$ cat config.mk
export PLATFORM = sky130hd
export DESIGN_NAME = rcsp_top
export DESIGN_NICKNAME = d
export VERILOG_FILES = /design/src/rcsp_pkg.sv /design/src/rcsp_top.sv /design/src/rcsp_queue.sv /design/src/rcsp_link_fsm.sv
export VERILOG_INCLUDE_DIRS = /design/src
export SDC_FILE = /design/constraint.sdc
export NUM_CORES = 1
export LEC_CHECK = 0
export ABC_AREA = 1
export BUFFER_PORTS_ARGS = -buffer_cell sky130_fd_sc_hd__buf_2
export CAP_MARGIN = 10
export CELL_PAD_IN_SITES_DETAIL_PLACEMENT = 1
export CELL_PAD_IN_SITES_GLOBAL_PLACEMENT = 1
export CORE_ASPECT_RATIO = 0.75
export CORE_UTILIZATION = 40
export DETAILED_ROUTE_END_ITERATION = 16
export GPL_TIMING_DRIVEN = 0
export HOLD_SLACK_MARGIN = 0.05
export PLACE_DENSITY_LB_ADDON = 0.1
export SETUP_SLACK_MARGIN = 0.1
export SLEW_MARGIN = 10
export SYNTH_ARGS = -nofsm -noshare
export SYNTH_HDL_FRONTEND = slang
export SYNTH_SLANG_ARGS = --single-unit
$ cat constraint.sdc
create_clock -name clk_in -period 11.82 [get_ports clk_in]
set_input_delay 1.773 -clock clk_in [delete_from_list [all_inputs] [get_ports clk_in]]
set_output_delay 1.773 -clock clk_in [all_outputs]
set_load 0.01 [all_outputs]
$ cat src/rcsp_regs.svh
`ifndef RCSP_REGS_SVH
`define RCSP_REGS_SVH
// Register offsets within a page
`define RCSP_OFF_PAGE_SELECT   3'h0
`define RCSP_OFF_COMMAND       3'h1
`define RCSP_OFF_QUEUE_DATA    3'h2
`define RCSP_OFF_PRIMARY_STATE 3'h3
// Field positions
`define RCSP_PAGE_OVR_BIT      7
`define RCSP_DETECT_BIT        7
`define RCSP_STATE_LSB         4
`define RCSP_IRQ_BIT           3
`define RCSP_ERR_BIT           2
`define RCSP_FULL_BIT          1
`define RCSP_EMPTY_BIT         0
// Reset values and queue depth
`define RCSP_PAGE_RESET        8'h80
`define RCSP_CMD_RESET         6'h00
`define RCSP_QUEUE_DEPTH       64
`endif

$ cat src/rcsp_pkg.sv
package rcsp_pkg;
   typedef enum logic [2:0]
   {
      RCSP_IDLE        = 3'b000,
      RCSP_FRAME_START = 3'b001,
      RCSP_PAYLOAD     = 3'b010,
      RCSP_FRAME_END   = 3'b011,
      RCSP_TURNAROUND  = 3'b100,
      RCSP_RX_GUARD    = 3'b101,
      RCSP_LISTENING   = 3'b110,
      RCSP_RECEIVING   = 3'b111
   } rcsp_link_state_t;
endpackage

$ cat src/rcsp_top.sv
`timescale 1ns/100ps
`include "rcsp_regs.svh"
// What this block does
// - Override set: address bits 5..3 come from page number, low bits from latch or address pins.
// - Override clear: whole address comes from the address latch; page number ignored.
// - Paging register decodes at offset 0 of every page; resets to 80h.
// - Host writes command code to bits 5..0; reads return running command.
// - Command bit 7 reads 1 while host-port detection pending, 0 after.
// - Data port writes push to the 64-byte queue, reads pop from it.
// - Status bits 6..4 report the link state code.
// - Payload state sends queue bytes or the appended check bits.
// - Receive guard waits the programmed delay before listening.
// - Listening waits for receive input, then enters receiving.
// - Status bit 3 set while any enabled interrupt source 0..5 requests; sources 6 and 7 are ignored.
// - Status bit 2 set while any error flag is set.
// - Status bit 1 is one when 64 minus fill count <= threshold.
// - Status bit 0 is one when fill count <= threshold.
// - Fill count rises per queue write and falls per queue read.
module rcsp_top #(
   parameter int QUEUE_DEPTH = `RCSP_QUEUE_DEPTH,
   parameter int QUEUE_AW    = 6
) (
   input  wire logic                  clk_in,
   input  wire logic                  sys_rst_in,
   // Host parallel port, already resolved to strobes
   input  wire logic                  addr_latch_in,
   input  wire logic [5:0]            addr_bus_in,
   input  wire logic                  use_addr_pins_in,
   input  wire logic [2:0]            addr_pins_in,
   input  wire logic                  wr_strobe_in,
   input  wire logic                  rd_strobe_in,
   input  wire logic [7:0]            wr_data_in,
   output logic      [7:0]            rd_data_out,
   output logic      [5:0]            reg_addr_out,
   // Surrounding device
   input  wire logic                  host_port_detect_pending_in,
   input  wire logic [7:0]            interrupt_mask_register_in,
   input  wire logic [7:0]            interrupt_request_in,
   input  wire logic [7:0]            error_flag_register_in,
   input  wire logic [5:0]            alert_threshold_in,
   input  wire logic [7:0]            receive_guard_delay_in,
   input  wire logic                  crc_enable_in,
   input  wire logic                  command_done_in,
   input  wire logic                  rx_signal_in,
   input  wire logic                  rx_done_in,
   input  wire logic                  rx_byte_valid_in,
   input  wire logic [7:0]            rx_byte_in,
   output logic      [5:0]            command_code_out,
   output logic                       command_start_out,
   output logic      [7:0]            tx_byte_out,
   output logic                       tx_byte_valid_out,
   output logic                       crc_phase_out,
   output logic      [2:0]            link_state_out,
   output logic      [QUEUE_AW:0]     queue_fill_count_out
);
   // ---------------------------------------------------------------
   // Address forming
   // ---------------------------------------------------------------
   logic [5:0] latch_r;
   logic [7:0] page_r;
   logic [5:0] addr;
   logic [2:0] low_bits;
   logic [5:0] cmd_r;
   logic [7:0] status;
   logic [7:0] queue_rd;
   logic       q_push;
   logic       q_pop;
   logic       fsm_pop;
   logic       hit_page;
   logic       hit_cmd;
   logic       hit_data;
   logic       hit_status;
   logic       near_full;
   logic       near_empty;
   logic [QUEUE_AW:0] fill;
   rcsp_pkg::rcsp_link_state_t lstate;

   initial
   begin
      if (QUEUE_DEPTH != 64 || QUEUE_AW != 6)
         $error("rcsp_top: queue is fixed at 64 bytes");
   end

   always_ff @(posedge clk_in)
   begin
      if (sys_rst_in)
         latch_r <= 6'h00;
      else if (addr_latch_in)
         latch_r <= addr_bus_in;
   end

   assign low_bits = use_addr_pins_in ? addr_pins_in : latch_r[2:0];

   always_comb
   begin
      if (page_r[`RCSP_PAGE_OVR_BIT])
         addr = {page_r[2:0], low_bits};
      else
         addr = latch_r;
   end

   assign reg_addr_out = addr;

   // ---------------------------------------------------------------
   // Decode
   // ---------------------------------------------------------------
   // Paging register ignores the page bits so it answers in every page
   assign hit_page   = addr[2:0] == `RCSP_OFF_PAGE_SELECT;
   assign hit_cmd    = addr == {3'h0, `RCSP_OFF_COMMAND};
   assign hit_data   = addr == {3'h0, `RCSP_OFF_QUEUE_DATA};
   assign hit_status = addr == {3'h0, `RCSP_OFF_PRIMARY_STATE};

   // ---------------------------------------------------------------
   // Paging register
   // ---------------------------------------------------------------
   always_ff @(posedge clk_in)
   begin
      if (sys_rst_in)
         page_r <= `RCSP_PAGE_RESET;
      else if (wr_strobe_in && hit_page)
         page_r <= {wr_data_in[7], 4'h0, wr_data_in[2:0]};
   end

   // ---------------------------------------------------------------
   // Command register
   // ---------------------------------------------------------------
   // Code clears to idle when the command reports completion
   always_ff @(posedge clk_in)
   begin
      if (sys_rst_in)
         cmd_r <= `RCSP_CMD_RESET;
      else if (wr_strobe_in && hit_cmd)
         cmd_r <= wr_data_in[5:0];
      else if (command_done_in)
         cmd_r <= `RCSP_CMD_RESET;
   end

   assign command_code_out  = cmd_r;
   assign command_start_out = wr_strobe_in && hit_cmd && (wr_data_in[5:0] != 6'h00);

   // ---------------------------------------------------------------
   // Queue and link
   // ---------------------------------------------------------------
   // Host writes win over received bytes; host has priority on the port
   assign q_push = (wr_strobe_in && hit_data) || rx_byte_valid_in;
   assign q_pop  = (rd_strobe_in && hit_data) || fsm_pop;

   rcsp_queue #(
      .DEPTH (QUEUE_DEPTH),
      .AW    (QUEUE_AW)
   ) i_rcsp_queue (
      .clk_in         (clk_in),
      .sys_rst_in     (sys_rst_in),
      .push_in        (q_push),
      .push_data_in   ((wr_strobe_in && hit_data) ? wr_data_in : rx_byte_in),
      .pop_in         (q_pop),
      .pop_data_out   (queue_rd),
      .fill_count_out (fill)
   );

   rcsp_link_fsm i_rcsp_link_fsm (
      .clk_in                 (clk_in),
      .sys_rst_in             (sys_rst_in),
      .start_in               (command_start_out),
      .abort_in               (wr_strobe_in && hit_cmd && wr_data_in[5:0] == 6'h00),
      .queue_empty_in         (fill == '0),
      .crc_enable_in          (crc_enable_in),
      .receive_guard_delay_in (receive_guard_delay_in),
      .rx_signal_in           (rx_signal_in),
      .rx_done_in             (rx_done_in),
      .pop_out                (fsm_pop),
      .crc_phase_out          (crc_phase_out),
      .link_state_out         (lstate)
   );

   always_ff @(posedge clk_in)
   begin
      if (sys_rst_in)
      begin
         tx_byte_out       <= 8'h00;
         tx_byte_valid_out <= 1'b0;
      end
      else
      begin
         tx_byte_valid_out <= fsm_pop;
         if (fsm_pop)
            tx_byte_out <= queue_rd;
      end
   end

   assign link_state_out       = lstate;
   assign queue_fill_count_out = fill;

   // ---------------------------------------------------------------
   // Status
   // ---------------------------------------------------------------
   assign near_full  = ((QUEUE_AW+1)'(QUEUE_DEPTH) - fill)
                       <= {1'b0, alert_threshold_in};
   assign near_empty = fill <= {1'b0, alert_threshold_in};

   always_comb
   begin
      status                    = 8'h00;
      status[6:`RCSP_STATE_LSB] = lstate;
      status[`RCSP_IRQ_BIT]     = |(interrupt_mask_register_in[5:0]
                                    & interrupt_request_in[5:0]);
      status[`RCSP_ERR_BIT]     = |error_flag_register_in;
      status[`RCSP_FULL_BIT]    = near_full;
      status[`RCSP_EMPTY_BIT]   = near_empty;
   end

   // ---------------------------------------------------------------
   // Read data
   // ---------------------------------------------------------------
   always_ff @(posedge clk_in)
   begin
      if (sys_rst_in)
         rd_data_out <= 8'h00;
      else if (rd_strobe_in)
      begin
         if (hit_page)
            rd_data_out <= page_r;
         else if (hit_cmd)
            rd_data_out <= {host_port_detect_pending_in, 1'b0, cmd_r};
         else if (hit_data)
            rd_data_out <= queue_rd;
         else if (hit_status)
            rd_data_out <= status;
         else
            rd_data_out <= 8'h00;
      end
   end

   chk_page_addr: assert property (@(posedge clk_in) disable iff (sys_rst_in)
      page_r[7] |-> reg_addr_out[5:3] == page_r[2:0])
      else $error("page number not used");
   chk_latch_addr: assert property (@(posedge clk_in) disable iff (sys_rst_in)
      !page_r[7] |-> reg_addr_out == latch_r)
      else $error("latch address not used");
   chk_page_reset: assert property (@(posedge clk_in)
      sys_rst_in |=> page_r == 8'h80)
      else $error("paging reset value wrong");
   chk_cmd_read: assert property (@(posedge clk_in) disable iff (sys_rst_in)
      rd_strobe_in && hit_cmd |=> rd_data_out[5:0] == $past(cmd_r))
      else $error("command readback wrong");
   chk_detect_bit: assert property (@(posedge clk_in) disable iff (sys_rst_in)
      rd_strobe_in && hit_cmd |=> rd_data_out[7] == $past(host_port_detect_pending_in))
      else $error("detect bit wrong");
   chk_state_field: assert property (@(posedge clk_in) disable iff (sys_rst_in)
      rd_strobe_in && hit_status |=> rd_data_out[6:4] == $past(link_state_out))
      else $error("state field wrong");
   chk_irq_bit: assert property (@(posedge clk_in) disable iff (sys_rst_in)
      (interrupt_mask_register_in[5:0] & interrupt_request_in[5:0]) == 6'h00
      |-> !status[3])
      else $error("irq summary set with nothing enabled");
   chk_err_bit: assert property (@(posedge clk_in) disable iff (sys_rst_in)
      status[2] == (error_flag_register_in != 8'h00))
      else $error("error summary wrong");
   chk_full_alert: assert property (@(posedge clk_in) disable iff (sys_rst_in)
      (fill == 7'h3C && alert_threshold_in == 6'h04) |-> status[1])
      else $error("nearly full not raised");
   chk_empty_alert: assert property (@(posedge clk_in) disable iff (sys_rst_in)
      (fill == 7'h05 && alert_threshold_in == 6'h04) |-> !status[0])
      else $error("nearly empty wrongly raised");
   cov_queue_full: cover property (@(posedge clk_in) fill == 7'h40);
   cov_page_off: cover property (@(posedge clk_in) wr_strobe_in && hit_page && !wr_data_in[7]);
   cov_status_rd: cover property (@(posedge clk_in) rd_strobe_in && hit_status);
endmodule

$ cat src/rcsp_queue.sv
`timescale 1ns/100ps
// Byte queue: push and pop in one cycle allowed; full refuses push unless popped in the same cycle, empty pops nothing
module rcsp_queue #(
   parameter int DEPTH = 64,
   parameter int AW    = 6
) (
   input  wire logic         clk_in,
   input  wire logic         sys_rst_in,
   input  wire logic         push_in,
   input  wire logic [7:0]   push_data_in,
   input  wire logic         pop_in,
   output logic      [7:0]   pop_data_out,
   output logic      [AW:0]  fill_count_out
);
   logic [7:0]  mem [DEPTH];
   logic [AW-1:0] wr_ptr_r;
   logic [AW-1:0] rd_ptr_r;
   logic [AW:0]   count_r;
   logic          do_push;
   logic          do_pop;

   initial
   begin
      if (DEPTH != (1 << AW))
         $error("rcsp_queue: DEPTH must equal 2**AW");
   end

   assign do_pop  = pop_in && (count_r != '0);
   assign do_push = push_in && ((count_r != (AW+1)'(DEPTH)) || do_pop);

   always_ff @(posedge clk_in)
   begin
      if (do_push)
         mem[wr_ptr_r] <= push_data_in;
   end

   always_ff @(posedge clk_in)
   begin
      if (sys_rst_in)
      begin
         wr_ptr_r <= '0;
         rd_ptr_r <= '0;
         count_r  <= '0;
      end
      else
      begin
         if (do_push)
            wr_ptr_r <= wr_ptr_r + 1'b1;
         if (do_pop)
            rd_ptr_r <= rd_ptr_r + 1'b1;
         // One up per write, one down per read
         if (do_push && !do_pop)
            count_r <= count_r + 1'b1;
         else if (do_pop && !do_push)
            count_r <= count_r - 1'b1;
      end
   end

   assign pop_data_out   = mem[rd_ptr_r];
   assign fill_count_out = count_r;

   chk_count_push: assert property (@(posedge clk_in) disable iff (sys_rst_in)
      do_push && !do_pop |=> count_r == $past(count_r) + 1'b1)
      else $error("fill count did not rise on push");
   chk_count_pop: assert property (@(posedge clk_in) disable iff (sys_rst_in)
      do_pop && !do_push |=> count_r == $past(count_r) - 1'b1)
      else $error("fill count did not fall on pop");
endmodule

$ cat src/rcsp_link_fsm.sv
`timescale 1ns/100ps
// Sequencer of transmit and receive phases, reported as a 3-bit state
module rcsp_link_fsm (
   input  wire logic                      clk_in,
   input  wire logic                      sys_rst_in,
   input  wire logic                      start_in,
   input  wire logic                      abort_in,
   input  wire logic                      queue_empty_in,
   input  wire logic                      crc_enable_in,
   input  wire logic [7:0]                receive_guard_delay_in,
   input  wire logic                      rx_signal_in,
   input  wire logic                      rx_done_in,
   output logic                           pop_out,
   output logic                           crc_phase_out,
   output rcsp_pkg::rcsp_link_state_t     link_state_out
);
   rcsp_pkg::rcsp_link_state_t state_r;
   logic [7:0] guard_cnt_r;
   logic       turn_two_r;
   logic       crc_done_r;

   // Payload takes bytes from the queue, then the check bits
   assign pop_out       = (state_r == rcsp_pkg::RCSP_PAYLOAD) && !queue_empty_in;
   assign crc_phase_out = (state_r == rcsp_pkg::RCSP_PAYLOAD) && queue_empty_in
                          && crc_enable_in && !crc_done_r;

   always_ff @(posedge clk_in)
   begin
      if (sys_rst_in)
      begin
         state_r     <= rcsp_pkg::RCSP_IDLE;
         guard_cnt_r <= 8'h00;
         turn_two_r  <= 1'b0;
         crc_done_r  <= 1'b0;
      end
      else if (abort_in)
      begin
         state_r <= rcsp_pkg::RCSP_IDLE;
      end
      else
      begin
         case (state_r)
            rcsp_pkg::RCSP_IDLE:
               if (start_in)
               begin
                  state_r    <= rcsp_pkg::RCSP_FRAME_START;
                  crc_done_r <= 1'b0;
               end
            rcsp_pkg::RCSP_FRAME_START:
               state_r <= rcsp_pkg::RCSP_PAYLOAD;
            rcsp_pkg::RCSP_PAYLOAD:
               if (crc_phase_out)
                  crc_done_r <= 1'b1;
               else if (queue_empty_in)
                  state_r <= rcsp_pkg::RCSP_FRAME_END;
            rcsp_pkg::RCSP_FRAME_END:
            begin
               state_r    <= rcsp_pkg::RCSP_TURNAROUND;
               turn_two_r <= 1'b0;
            end
            // Both turnaround steps share one code
            rcsp_pkg::RCSP_TURNAROUND:
               if (turn_two_r)
               begin
                  state_r     <= rcsp_pkg::RCSP_RX_GUARD;
                  guard_cnt_r <= receive_guard_delay_in;
               end
               else
                  turn_two_r <= 1'b1;
            rcsp_pkg::RCSP_RX_GUARD:
               if (guard_cnt_r == 8'h00)
                  state_r <= rcsp_pkg::RCSP_LISTENING;
               else
                  guard_cnt_r <= guard_cnt_r - 8'h01;
            rcsp_pkg::RCSP_LISTENING:
               if (rx_signal_in)
                  state_r <= rcsp_pkg::RCSP_RECEIVING;
            rcsp_pkg::RCSP_RECEIVING:
               if (rx_done_in)
                  state_r <= rcsp_pkg::RCSP_IDLE;
            default:
               state_r <= rcsp_pkg::RCSP_IDLE;
         endcase
      end
   end

   assign link_state_out = state_r;

   chk_guard_wait: assert property (@(posedge clk_in) disable iff (sys_rst_in || abort_in)
      state_r == rcsp_pkg::RCSP_RX_GUARD && guard_cnt_r != 8'h00
      |=> state_r == rcsp_pkg::RCSP_RX_GUARD)
      else $error("left receive guard early");
   chk_listen_enter: assert property (@(posedge clk_in) disable iff (sys_rst_in || abort_in)
      state_r == rcsp_pkg::RCSP_LISTENING && rx_signal_in
      |=> state_r == rcsp_pkg::RCSP_RECEIVING)
      else $error("did not start receiving");
   chk_listen_hold: assert property (@(posedge clk_in) disable iff (sys_rst_in || abort_in)
      state_r == rcsp_pkg::RCSP_LISTENING && !rx_signal_in
      |=> state_r == rcsp_pkg::RCSP_LISTENING)
      else $error("left listening without signal");
   chk_payload_pop: assert property (@(posedge clk_in) disable iff (sys_rst_in)
      pop_out |-> state_r == rcsp_pkg::RCSP_PAYLOAD)
      else $error("queue read outside payload");
   cov_full_frame: cover property (@(posedge clk_in)
      state_r == rcsp_pkg::RCSP_RECEIVING && rx_done_in);
   cov_crc_sent: cover property (@(posedge clk_in) crc_phase_out);
endmodule

# Yosys cells after proc, flatten, opt, wreduce, memory -nomap -nowiden

Memory sizes are Yosys's and may differ from the RTL's. A register that Yosys moved wholly into a read port is not among the register bits.
Index checks and enable logic that the tools add are counted.

Output and inout port bits: 41
Register bits after elaboration: 65
Memories: 1
Word-level logic and storage cells: 114
Input port bits: 75
RAM bits: 512

Memories:

| name             | depth | width | read ports | clocked after memory_dff | wr ports | line             | text |
|---|---|---|---|---|---|---|---|
| i_rcsp_queue.mem | 64    | 8     | 1          | 1                        | 1        | rcsp_queue.sv:15 | `logic [7:0] mem [DEPTH];` |

Mux-type cells: 30
Reduce and logical (&&, ||, !) cells: 40
$lt $le $gt $ge: 2
Bitwise gates (word level): 2
Equality and inequality tests: 20
Add/subtract/negate cells: 6

Operators with widths:

| operator              | count |
|---|---|
| $mux W8               | 6 |
| $mux W6               | 5 |
| $mux W3               | 8 |
| $pmux W3 S8           | 1 |
| $mux W7               | 3 |
| $pmux W8 S2           | 1 |
| $le A7 B6 Y1          | 2 |
| $logic_and A1 B1 Y1   | 14 |
| $add A6 B1 Y6 const B | 2 |
| $eq A3 B3 Y1 const B  | 4 |
| $eq A6 B2 Y1 const B  | 2 |
| $ne A2 B2 Y1 const B  | 6 |
| $reduce_bool A2 Y1    | 5 |
| $logic_not A8 Y1      | 1 |
| $reduce_and A4 Y1     | 2 |
| $reduce_or A8 Y1      | 1 |
| $sub A8 B1 Y8 const B | 1 |
| $add A7 B1 Y7 const B | 1 |
| $logic_not A7 Y1      | 1 |
| $ne A7 B7 Y1 const B  | 1 |
| $reduce_and A7 Y1     | 1 |
| $reduce_bool A7 Y1    | 1 |
| $sub A7 B1 Y7 const B | 1 |
| $sub A7 B7 Y7 const A | 1 |
| other kinds (16)      | 29 |

# Depth between registers and ports, before layout

Gate-level depths: netlist of run 1.

Depth in word-level cells: 12
Depth in mapped cells: 27
Gate-level depth less buffers: 26

# Cells and area by module

A second synthesis of run 1 with hierarchy kept.

Cells, all modules: 2452
Area total of the unflattened synthesis: 25660.9 µm²

Modules (own cells, without submodules):

| module        | cells each | times used | sequential area each (µm²) | area each (µm²) |
|---|---|---|---|---|
| rcsp_queue    | 1950       | 1          | 15875.2                    | 22421.5 |
| rcsp_top      | 332        | 1          | 660.6                      | 2218.4 |
| rcsp_link_fsm | 170        | 1          | 260.2                      | 1021.0 |

# Worst setup path before layout of run 1

No wires, ideal clock.

Path type: input to register
From: in addr_pins_in[2]
To: mem i_rcsp_queue.mem[0][2], data pin
Cell stages on the path: 8
Data required time: 11.118 ns
Library setup time: 0.702 ns
Path slack: 5.922 ns
Path buffers: 1
Arrival: 5.196 ns
Path through: nand3_1 nand2_2 nor2_4 nand2_4 nor2_8 nand2_1 clkbuf_1 o21ai_0

Word-level cells in the longest chain between the ends: 5

RTL lines:

| item                                   | line             | text |
|---|---|---|
| from (decl)                            | rcsp_top.sv:29   | `input wire logic [2:0] addr_pins_in,` |
| $mux W3                                | rcsp_top.sv:92   | `assign low_bits = use_addr_pins_in ? addr_pins_in : latch_r[2:0];` |
| $mux W6                                | rcsp_top.sv:96   | `` if (page_r[`RCSP_PAGE_OVR_BIT]) `` |
| named net reg_addr_out[2]              | rcsp_top.sv:34   | `output logic [5:0] reg_addr_out,` |
| $eq A6 B2 Y1                           | rcsp_top.sv:110  | `` assign hit_data = addr == {3'h0, `RCSP_OFF_QUEUE_DATA}; `` |
| $logic_and A1 B1 Y1                    | rcsp_top.sv:155  | `.push_data_in ((wr_strobe_in && hit_data) ? wr_data_in : rx_byte_in),` |
| $mux W8                                | rcsp_top.sv:155  |  |
| named net i_rcsp_queue.push_data_in[2] | rcsp_queue.sv:10 | `input wire logic [7:0] push_data_in,` |
| to (decl)                              | rcsp_queue.sv:15 |  |

The timed path passes the listed nets, and every way through them passes these cells.

# Final worst setup path of run 1

From: in use_addr_pins_in
To: out command_start_out

Word-level cells in the longest chain between the ends: 5

RTL lines:

| item                              | line            | text |
|---|---|---|
| from (decl)                       | rcsp_top.sv:28  | `input wire logic use_addr_pins_in,` |
| $mux W3                           | rcsp_top.sv:92  |  |
| $mux W6                           | rcsp_top.sv:96  |  |
| $eq A6 B1 Y1                      | rcsp_top.sv:109 | `` assign hit_cmd = addr == {3'h0, `RCSP_OFF_COMMAND}; `` |
| $logic_and A1 B1 Y1 (2 in series) | rcsp_top.sv:139 | `assign command_start_out = wr_strobe_in && hit_cmd && (wr_data_in[5:0] != 6'h00);` |
| to (decl)                         | rcsp_top.sv:49  | `output logic command_start_out,` |

No other way between the ends.

==> metrics.log, run 1 <==
[metrics] Yosys warning count: 0
[metrics] Syn-to-layout area delta: 15.01%
[metrics] Peak VDD IR: 0.1214 mV
[metrics] worst slew margin relative to its limit: 0.1868
[metrics] layout cells sized above 1: 0.1069
[metrics] final core utilization: 0.4701
[metrics] shortest clock period the worst path allows after layout: 4.866 ns
[metrics] total setup buffers inserted after CTS: 0
[metrics] Die ar.: 63440 um2
[metrics] worst-margin pin slew: 1.220 ns
[metrics] average cell area after synthesis: 10.50 um2
[metrics] hold path depth: 2
[metrics] clock input transition at the sequential cells of the worst setup and hold paths: 0.06 ns
[metrics] endpoint of the most critical setup path: command_start_out
[metrics] global-route wire length before repair: 123600 um
[metrics] most instantiated library cell after synthesis: nand2_1
[metrics] die width: 290.5 um
[metrics] startpoint of the worst register-to-register path: i_rcsp_queue.fill_count_out[0]
[metrics] core outline area: 61090 um2
[metrics] critical path peak fanout: 9
[metrics] sink count of the clock tree: 583
[metrics] total number of nets in the final design: 2660
[metrics] initial drt markers: 1644
[metrics] HPWL Detailed: 61130 um
[metrics] # IOs: 116
[metrics] insertion delay to the later sink of the worst-skew pair: 0.64 ns
[metrics] ant diodes: 0
[metrics] total CTS buffers: 58
[metrics] non-filler cells, final: 3411
[metrics] CP Data Required Time: 10.05 ns
[metrics] number of synthesized register bits: 583
[metrics] critical setup path kind: in -> out
[metrics] total nets after synthesis: 2477
[metrics] WL/cell: 25.20 um
[metrics] remaining global-route overflow: 0
[metrics] path class of the lowest-slack min-delay path: reg -> reg
[metrics] cell area power density: 171.8 nW/um2
[metrics] post-cts gate resize count: 0
[metrics] cell area after synthesis: 24970 um2
[metrics] Mapped Cells: 2378
[metrics] H-tree depth reported by CTS: 2
[metrics] Max Cap Viol: 0
[metrics] cell taking the most area after synthesis: edfxtp_1
[metrics] number of antenna violations at the first check in global routing: 2
[metrics] Post-synth EDFFs: 512
[metrics] reg-to-reg critical path endpoint: i_rcsp_queue.fill_count_out[6]
[metrics] setup repair after global routing missed its margin: false
[metrics] post-placement cell count: 3301
[metrics] launching element type of the critical path: primary input
[metrics] worst reg-to-reg path cell count: 25
[metrics] DRT Pass-1 Iters: 5
[metrics] synth unique cells: 45
[metrics] most frequent cells after synthesis: nand2_1 (773), edfxtp_1 (512), nand3_1 (460)
[metrics] minimum setup slack among reg-to-reg paths: 7.67 ns
[metrics] total global routing track utilization: 0.2692
[metrics] port bufs: 110
[metrics] Top FF cell, synth: edfxtp_1
[metrics] RePlAce Congestion: 0.9332
[metrics] proportion of synthesized chip area in sequential cells: 0.6726
[metrics] vias post-DR: 18878
[metrics] endpoints failing hold: 0
[metrics] post-synth top area share: 0.6157
[metrics] worst endpoint data arrival time: 3.09 ns
[metrics] outcome: complete, no violations
[metrics] vertical die dimension: 218.4 um
[metrics] maximum clock frequency: 205.5 MHz
[metrics] placement row count: 78
[metrics] portion of the clock cycle consumed by the worst path in the final layout: 0.4117
[metrics] category of the worst setup path capture point: output pin
[metrics] final-report max-slew violation count: 0
[metrics] number of design rule violations left after detail routing: 0
[metrics] CP Launch Point: use_addr_pins_in
[metrics] ratio of routed vias to standard cells: 5.534
[metrics] vias in the first global route: 18849
[metrics] share of synthesized flip-flops with an asynchronous set or reset: 0
[metrics] maximum number of pins on one net before global-route repair: 53
[metrics] total wire length: 85970 um
[metrics] TritonCTS clock tree: built
[metrics] P_leak: 10.79 nW
[metrics] final number of setup-violating endpoints: 0
[metrics] dominant cells by area after synthesis: edfxtp_1 (62%), nand2_1 (12%), nand3_1 (9.2%)
[metrics] remaining antenna violation count: 0
[metrics] Hold Buf Count CTS: 0
[metrics] clk root buf: clkbuf_16
[metrics] starting density of the core: 0.4087
[metrics] setup total negative slack: 0 ns
[metrics] setup skew after layout: 0.02690 ns
[metrics] deepest clock path buffer count: 3
worst max-delay path, stage by stage:
cell and delay (ns):
buf_2 0.12, nand2_4 0.09, nand2_1 0.07, o21ai_2 0.09, inv_1 0.11, nor2_1 0.11, nand2_1 0.12, nor2_4 0.22
inv_1 0.08, nor2_1 0.14, buf_2 0.16
metal layers:
layer,track usage,vias up,part of all wire
li1,-,8582,-
met1,0.3940,9626,0.47
met2,0.4091,548,0.44
met3,0.05339,118,0.071
met4,0.06526,4,0.021
met5,0.01067,-,0.0012
flip-flops by register name, summed over array words and instances, names as in the netlist, named ones only:
register,cells
i_rcsp_queue.mem,512
i_rcsp_link_fsm.guard_cnt_r,8
rd_data_out,8
tx_byte_out,8
i_rcsp_queue.fill_count_out,7
command_code_out,6
i_rcsp_queue.rd_ptr_r,6
i_rcsp_queue.wr_ptr_r,6
latch_r,6
page_r,4
i_rcsp_link_fsm.link_state_out,3
i_rcsp_link_fsm.crc_done_r,1
i_rcsp_link_fsm.turn_two_r,1
tx_byte_valid_out,1
area by class of cell:
cell class                 count  area, um2
fill                        6737      32370
sequential                   583      16800
multi-input combinational   1573       7345
clock buffer                  79       1593
tap                          800       1001
timing repair buffer         123      834.6
buffer                       127      531.8
inverter                      95      359.1
clock inverter                31      260.3
how the worst min path moves through the flow:
stage,startpoint,endpoint,slack (ns)
2_1_floorplan,latch_r[0],latch_r[0],0.43
3_3_place_gp,i_rcsp_link_fsm.crc_done_r,i_rcsp_link_fsm.crc_done_r,0.45
3_5_place_dp,i_rcsp_link_fsm.crc_done_r,i_rcsp_link_fsm.crc_done_r,0.47
4_1_cts,i_rcsp_link_fsm.crc_done_r,i_rcsp_link_fsm.crc_done_r,0.48
5_1_grt,rd_data_out[7],rd_data_out[7],0.50
6_report,i_rcsp_link_fsm.crc_done_r,i_rcsp_link_fsm.crc_done_r,0.47
cells in the final DEF (no fill, tap or decap), types with 3 or more instances in the layout:
master	instances
o21ai_1	5
nor2_4	3
a21oi_1	59
bufinv_16	3
nand3_4	5
a31oi_1	5
a22o_1	3
clkbuf_16	60
buf_16	6
buf_2	136
buf_12	5
nand2_1	773
mux2_4	6
o21ai_0	48
dfxtp_1	71
nor3_1	6
nand3_1	460
edfxtp_1	512
clkbuf_1	92
nor4_1	3
nand2_2	4
nand2_4	4
inv_2	4
clkinv_1	9
nor3_2	4
buf_6	4
clkinv_2	11
o21ai_2	3
ha_1	23
nor2_1	122
xor2_1	12
inv_1	90
buf_1	23
clkinvlp_4	3
through the flow:
| stage | hold slack, ns | instance area [um2] | power (W) | setup slack, ns |
|---|---|---|---|---|
| after detailed placement | 0.4678 | 26870 | 0.003135 | 6.717 |
| after floorplan | 0.4341 | 24970 | 0.002803 | 5.922 |
| after CTS | 0.4755 | 28720 | 0.004951 | 6.917 |
| after global placement | 0.4499 | 26520 | 0.003095 | 0.1365 |
| final | 0.4714 | 28720 | 0.004933 | 6.954 |
| after global routing | 0.4965 | 28720 | 0.005108 | 6.823 |
where the power goes:
part / switching (W) / total, W / leakage (nW) / internal (W)
clock network: 0.000822 / 0.00183 / 0.900 / 0.00101
logic: 0.000555 / 0.000780 / 4.70 / 0.000225
registers: 0.0000290 / 0.00232 / 5.18 / 0.00229
total: 0.00141 / 0.00493 / 10.8 / 0.00353
kinds of logic after synthesis:
kind of cell,share of synthesized area
simple gates,0.2422
flops,0.6726
buf+inv,0.03567
compound gates,0.02961
fa+ha+maj,0.01233
xor+xnor,0.004910
mux,0.002705
(Power assumes the default switching activity.)
==> inputs of run 2 (changes only) <==
- ABC_AREA: 1 -> 0
- clock period: 11.82 -> 5 ns (I/O delays scaled with it)
==> run 2 against run 1 <==
Against the previous run:
- global-route usage decreased by 0.59 points
- via count decreased by 21%
- non-clock buffer count decreased by 64
- wire length decreased by 5.3%
- clock skew decreased by 0.0083 ns
- highest routed layer unchanged
- clock power increased by 130%
- design area decreased by 2.4%
- first-iteration DRC count increased by 8.9%
==> metrics.log, run 2 <==
[metrics] Top FF cell, synth: edfxtp_1
[metrics] critical path peak fanout: 10 (+1)
[metrics] sink count of the clock tree: 583 (unchanged)
[metrics] initial drt markers: 1790 (+8.9%)
[metrics] # IOs: 116 (unchanged)
[metrics] synthesized-area fraction occupied by and/or/nand/nor cells: 0.07955 (-0.1626)
[metrics] Syn-to-layout area delta: 13.77%
[metrics] adder-cell area share of the yosys netlist: 0.01250 (+0.0001709)
[metrics] compound-gate portion of the synthesized area: 0.05598 (+0.02637)
[metrics] total global routing track utilization: 0.2633 (-0.005913)
[metrics] layout cells sized above 1: 0.2309 (+0.1241)
[metrics] clock input transition at the sequential cells of the worst setup and hold paths: 0.07 ns (about the same)
[metrics] path class of the lowest-slack min-delay path: in -> reg
[metrics] worst-margin pin slew: 1.199 ns (-0.02071 ns)
[metrics] total CTS buffers: 57 (-1.7%)
[metrics] most frequent cells after synthesis: edfxtp_1 (512), nor2_1 (141), mux4_2 (95)
[metrics] setup repair after global routing missed its margin: false
[metrics] total setup buffers inserted after CTS: 0 (unchanged)
[metrics] vias post-DR: 14937 (-21%)
[metrics] global-route wire length before repair: 114300 um (-7.6%)
[metrics] total cell area at the placement stage: 26190 um2 (-2.5%)
[metrics] number of design rule violations left after detail routing: 0 (unchanged)
[metrics] post-cts gate resize count: 0 (unchanged)
[metrics] Hold Buf Count CTS: 0 (unchanged)
[metrics] TritonCTS clock tree: built
[metrics] post-layout power: 0.01225 W (+150%)
[metrics] most frequent cells in the layout: edfxtp_1 (512), nor2_1 (141), buf_2 (123)
[metrics] cell area after synthesis: 24630 um2 (-1.4%)
[metrics] remaining antenna violation count: 0 (unchanged)
[metrics] Peak VDD IR: 0.2918 mV (+140%)
[metrics] clk root buf: clkbuf_16
[metrics] WL/cell: 32.71 um (+30%)
[metrics] maximum number of pins on one net before global-route repair: 65 (+23%)
[metrics] final core utilization: 0.4616 (-0.008478)
[metrics] Yosys warning count: 0 (unchanged)
[metrics] CP Data Required Time: 5.50 ns (-4.55 ns)
[metrics] most common cell after layout, fill and taps aside: edfxtp_1
[metrics] outcome: complete, no violations
[metrics] vertical die dimension: 216.9 um (-0.68%)
[metrics] largest family of logic cells by synthesized area: multiplexers
[metrics] HPWL Detailed: 55900 um (-8.5%)
[metrics] average cell area after synthesis: 16.69 um2 (+59%)
[metrics] Post-synth EDFFs: 512 (unchanged)
[metrics] cell area power density: 437.3 nW/um2 (+150%)
[metrics] maximum clock frequency: 228.8 MHz
[metrics] most flop-heavy register: i_rcsp_queue.mem
[metrics] launching element type of the critical path: flop
[metrics] remaining global-route overflow: 0 (unchanged)
[metrics] insertion delay to the later sink of the worst-skew pair: 0.63 ns (about the same)
[metrics] endpoints failing hold: 0 (unchanged)
[metrics] Max Cap Viol: 0 (unchanged)
[metrics] ratio of routed vias to standard cells: 6.001 (+8.4%)
[metrics] worst slew margin relative to its limit: 0.1976 (+0.01085)
[metrics] P_leak: 9.155 nW (-15%)
[metrics] placement row count: 78 (unchanged)
[metrics] Die ar.: 62580 um2 (-1.4%)
[metrics] most instantiated library cell after synthesis: edfxtp_1
[metrics] number of antenna violations at the first check in global routing: 6 (+4)
[metrics] proportion of synthesized chip area in sequential cells: 0.6819 (+0.009328)
[metrics] Final Instance Area: 28020 um2 (-2.4%)
[metrics] Mapped Cells: 1476 (-38%)
[metrics] setup total negative slack: 0 ns (unchanged)
[metrics] Worst path most repeated cell: ha_1
[metrics] longest individual stage delay on the worst path: 0.47 ns (+0.25 ns)
[metrics] die width: 288.5 um (-0.68%)
[metrics] final number of setup-violating endpoints: 0 (unchanged)
[metrics] cell taking the most area after synthesis: edfxtp_1
[metrics] post-synthesis mux area share: 0.1345 (+0.1318)
[metrics] total nets after synthesis: 1575 (-36%)
[metrics] shortest clock period the worst path allows after layout: 4.370 ns
[metrics] port bufs: 107 (-2.7%)
[metrics] post-synth top area share: 0.6242 (+0.008539)
[metrics] final-report max-slew violation count: 0 (unchanged)
[metrics] worst endpoint data arrival time: 4.87 ns (+1.78 ns)
[metrics] category of the worst setup path capture point: flop
[metrics] H-tree depth reported by CTS: 2 (unchanged)
[metrics] total wire length: 81410 um (-5.3%)
[metrics] Cell Chain, Critical Path: inv_1 -> ha_1 -> nor3b_2 -> a31oi_4 -> a41oi_4 -> a22oi_4 -> buf_6 -> ha_1 -> inv_1 -> ha_1 -> a21o_1 -> a21oi_1 -> o21bai_1 -> a21oi_1 -> mux2i_1 -> mux2_2
[metrics] number of synthesized register bits: 583 (unchanged)
[metrics] ant diodes: 0 (unchanged)
[metrics] total number of nets in the final design: 1741 (-35%)
[metrics] Largest register FFs: 512 (unchanged)
[metrics] deepest clock path buffer count: 3 (unchanged)
[metrics] starting density of the core: 0.4057 (-0.002998)
[metrics] portion of the clock cycle consumed by the worst path in the final layout: 0.8740
[metrics] setup skew after layout: 0.01863 ns (-0.008271 ns)
[metrics] RePlAce Congestion: 0.9318 (-0.15%)
[metrics] area share of xor/xnor cells in the synthesized design: 0.006401 (+0.001491)
[metrics] DRT Pass-1 Iters: 5 (unchanged)
[metrics] critical setup path kind: reg -> reg
[metrics] share of synthesized flip-flops with an asynchronous set or reset: 0 (unchanged)
[metrics] cell with the biggest individual delay on the critical path: nor3b_2
[metrics] core outline area: 60700 um2 (-0.64%)
[metrics] synth unique cells: 100 (+120%)
[metrics] count of fill cells added during filler insertion: 5939 (-12%)
[metrics] vias in the first global route: 14687 (-22%)
[metrics] dominant cells by area after synthesis: edfxtp_1 (62%), mux4_2 (8.7%), dfxtp_1 (5.8%)
[run 2: final timing paths]
check / to / startpoint / slack (ns) / depth (start not counted)
max reg2reg: i_rcsp_queue.fill_count_out[6] / i_rcsp_queue.fill_count_out[0] / 0.63 / 16
min: latch_r[2] / addr_bus_in[2] / 0.37 / 3
min reg2reg: i_rcsp_link_fsm.crc_done_r / i_rcsp_link_fsm.crc_done_r / 0.48 / 2
max: i_rcsp_queue.fill_count_out[6] / i_rcsp_queue.fill_count_out[0] / 0.63 / 16
[run 2: kinds of logic (layout without fill, tap and decap cells)]
kind of cell	count (synthesis)	count (layout)
compound gates	194	194
xor+xnor	18	18
fa+ha+maj	24	24
buf+inv	106	319
flops	583	583
mux	178	178
simple gates	373	373
[run 2: where the power goes]
part | internal (W) | total (W) | switching (W)
sequential | 0.00543 | 0.00552 | 0.0000925
clock | 0.00241 | 0.00430 | 0.00189
combinational | 0.000927 | 0.00243 | 0.00151
[run 2: layout make-up]
type,count,area [um2],area share
inverter,27,103.9,0.003706
multi-input combinational,787,7146,0.2550
buffer,79,615.6,0.02197
clock buffer,71,1521,0.05430
clock inverter,35,302.8,0.01081
sequential,583,16800,0.5994
timing repair buffer,107,535.5,0.01911
tap,800,1001,0.03572
[run 2: through the flow]
step | worst slack (ns) | instances | hold WS (ns)
floorplan | 1.250 | 1476 | 0.4473
global placement | 0.6884 | 2383 | 0.4639
detailed placement | 0.6541 | 2383 | 0.4630
CTS | 0.6256 | 2489 | 0.3517
global route | 0.2905 | 2489 | 0.3788
finish | 0.6301 | 2489 | 0.3741
[run 2: worst max-delay path, delay by kind of cell, from the launching register on]
kind                       cells  cell delay (ns)
DFF                            1             0.38
adders and majority gates      3             0.74
AOI/OAI and AO/OA              7             1.53
buffers and inverters          3             0.54
muxes                          2             0.55
and+or+nand+nor                1             0.47
[run 2: per-layer routing]
metal | GRT usage | vias up | wire (um)
met5 | 0 | - | 11
met4 | 0.06526 | 2 | 1868
met3 | 0.05147 | 108 | 6764
met2 | 0.3536 | 599 | 33430
met1 | 0.4293 | 8009 | 39340
li1 | - | 6219 | -
==> inputs of run 3 (changes only) <==
==> constraint.sdc (replaced) <==
create_clock -name clk_in -period 5 [get_ports clk_in]
set_input_delay 0.25 -clock clk_in [delete_from_list [all_inputs] [get_ports clk_in]]
set_output_delay 0.25 -clock clk_in [all_outputs]
set_load 0.02 [all_outputs]
==> run 3 against run 2 <==
Against the previous run:
- die area unchanged
- clock skew is 0.0013 ns higher
- clock power hardly changed
- non-clock buffer count increased by 30
- register-to-register slack is essentially flat
- critical path type unchanged
- critical endpoint unchanged
- highest routed layer unchanged
==> metrics.log, run 3 (same netlist as run 2, synthesis figures left out) <==
[metrics] outcome: complete, no violations
[metrics] post-route setup slack: 0.6419 ns (+0.01172 ns)
[metrics] endpoints failing hold: 0 (unchanged)
[metrics] most frequent cells in the layout: edfxtp_1 (512), nor2_1 (141), buf_2 (123)
[metrics] TritonCTS clock tree: built
[metrics] RePlAce Congestion: 0.9318 (unchanged)
[metrics] CP Data Required Time: 5.50 ns (about the same)
[metrics] # IOs: 116 (unchanged)
[metrics] clock input transition at the sequential cells of the worst setup and hold paths: 0.07 ns (about the same)
[metrics] setup repair after global routing missed its margin: false
[metrics] Placement Setup Slack: 0.6589 ns (+0.004825 ns)
[metrics] maximum clock frequency: 229.5 MHz (+0.27%)
[metrics] final number of setup-violating endpoints: 0 (unchanged)
[metrics] path class of the lowest-slack min-delay path: in -> reg
[metrics] Peak VDD IR: 0.2916 mV (about the same)
[metrics] category of the worst setup path capture point: flop
[metrics] number of design rule violations left after detail routing: 0 (unchanged)
[metrics] total CTS buffers: 57 (unchanged)
[metrics] core outline area: 60700 um2 (unchanged)
[metrics] insertion delay to the later sink of the worst-skew pair: 0.63 ns (about the same)
[metrics] Max Cap Viol: 0 (unchanged)
[metrics] most common cell after layout, fill and taps aside: edfxtp_1
[metrics] Syn-to-layout area delta: 14.99%
[metrics] remaining global-route overflow: 0 (unchanged)
[metrics] Largest register FFs: 512 (unchanged)
[metrics] worst hold slack across all endpoints: 0.08873 ns (-0.2853 ns)
[metrics] worst-margin pin slew: 1.187 ns (-0.01235 ns)
[metrics] count of fill cells added during filler insertion: 5932 (-0.12%)
[metrics] layout cells sized above 1: 0.2269 (-0.004030)
[metrics] critical path peak fanout: 10 (unchanged)
[metrics] vertical die dimension: 216.9 um (unchanged)
[metrics] final-report max-slew violation count: 0 (unchanged)
[metrics] port bufs: 107 (unchanged)
[metrics] total wire length: 81570 um (+0.19%)
[metrics] maximum number of pins on one net before global-route repair: 65 (unchanged)
[metrics] post-cts gate resize count: 0 (unchanged)
[metrics] global-route wire length before repair: 114900 um (+0.54%)
[metrics] HPWL Detailed: 55900 um (unchanged)
[metrics] setup skew after layout: 0.01996 ns (+0.001328 ns)
[metrics] H-tree depth reported by CTS: 2 (unchanged)
[metrics] sink count of the clock tree: 583 (unchanged)
[metrics] worst slew margin relative to its limit: 0.2059 (+0.008264)
[metrics] non-filler cells, final: 2519 (+1.2%)
[metrics] most flop-heavy register: i_rcsp_queue.mem
[metrics] post-layout power: 0.01233 W (+0.59%)
[metrics] worst endpoint data arrival time: 4.86 ns (about the same)
[metrics] deepest clock path buffer count: 3 (unchanged)
[metrics] setup total negative slack: 0 ns (unchanged)
[metrics] clk root buf: clkbuf_16
[metrics] WL/cell: 32.38 um (-1.0%)
[metrics] DRT Pass-1 Iters: 7 (+2)
[metrics] starting density of the core: 0.4057 (unchanged)
[metrics] critical setup path kind: reg -> reg
[metrics] initial drt markers: 1758 (-1.8%)
[metrics] vias post-DR: 15006 (+0.46%)
[metrics] die width: 288.5 um (unchanged)
[metrics] portion of the clock cycle consumed by the worst path in the final layout: 0.8716 (-0.002345)
[metrics] launching element type of the critical path: flop
[metrics] total number of nets in the final design: 1771 (+1.7%)
[metrics] post-placement cell count: 2383 (unchanged)
[metrics] placement row count: 78 (unchanged)
[metrics] cell area power density: 435.2 nW/um2 (-0.47%)
[metrics] ant diodes: 0 (unchanged)
[metrics] ratio of routed vias to standard cells: 5.957 (-0.73%)
[metrics] shortest clock period the worst path allows after layout: 4.358 ns (-0.01172 ns)
[metrics] number of antenna violations at the first check in global routing: 6 (unchanged)
[metrics] vias in the first global route: 14865 (+1.2%)
[metrics] remaining antenna violation count: 0 (unchanged)
[metrics] Die ar.: 62580 um2 (unchanged)
[metrics] total global routing track utilization: 0.2644 (+0.001112)
[metrics] P_leak: 9.297 nW (+1.5%)
## run 3: changes by cell type in the layout (fill, tap and decap cells not counted), sizes merged
cell and delta:
dlygate4sd3 +30
## run 3: path summary, 6_finish.rpt
kind	startpoint	endpoint	slack (ns)	cells after the start
setup / recovery	i_rcsp_queue.fill_count_out[0]	i_rcsp_queue.fill_count_out[6]	0.64	16
hold / removal	receive_guard_delay_in[2]	i_rcsp_link_fsm.guard_cnt_r[2]	0.09	5
setup reg to reg	i_rcsp_queue.fill_count_out[0]	i_rcsp_queue.fill_count_out[6]	0.64	16
hold reg to reg	i_rcsp_link_fsm.crc_done_r	i_rcsp_link_fsm.crc_done_r	0.48	2
## run 3: what timing repair did
action | in CTS | in global routing
setup buffers | 0 | 0
hold buffers | 30 | 0
hold endpoints to repair | 36 | 0
## run 3: cell type report
| type | instances | area (um2) | share of cell area |
|---|---|---|---|
| inverter | 27 | 103.9 | 0.003667 |
| tap | 800 | 1001 | 0.03534 |
| multi-input combinational | 787 | 7146 | 0.2523 |
| clock buffer | 71 | 1521 | 0.05372 |
| timing repair buffer | 137 | 835.8 | 0.02951 |
| clock inverter | 35 | 302.8 | 0.01069 |
| sequential | 583 | 16800 | 0.5930 |
| buffer | 79 | 615.6 | 0.02174 |
## run 3: per-stage QoR
step,instance area (um2),util
after floorplan,24630,-
after global placement,26170,0.4311
after detailed placement,26190,0.4314
after CTS,28310,0.4664
after global routing,28320,0.4666
final,28320,0.4666
## run 3: worst max-delay path, stage by stage (launching register included)
cell      delay, ns
dfxtp_1        0.39
inv_1          0.11
ha_1           0.19
nor3b_2        0.46
a31oi_4        0.29
a41oi_4        0.42
a22oi_4        0.12
buf_6          0.21
ha_1           0.22
inv_1          0.24
ha_1           0.33
a21o_1         0.19
a21oi_1        0.21
o21bai_1       0.09
a21oi_1        0.19
mux2i_1        0.21
mux2_2         0.34
## run 3: per-layer routing
layer,track usage,vias up,share of wire
met5,0,-,0.00012
met4,0.06667,2,0.023
met3,0.05168,106,0.083
met2,0.3560,598,0.41
met1,0.4299,8027,0.48
li1,-,6273,-
## run 3: power by group
part	switching [W]	internal [W]	leakage (nW)	total (W)
sequential	0.0000929	0.00543	5.18	0.00552
combinational	0.00156	0.000943	3.24	0.00250
clock	0.00189	0.00241	0.873	0.00430
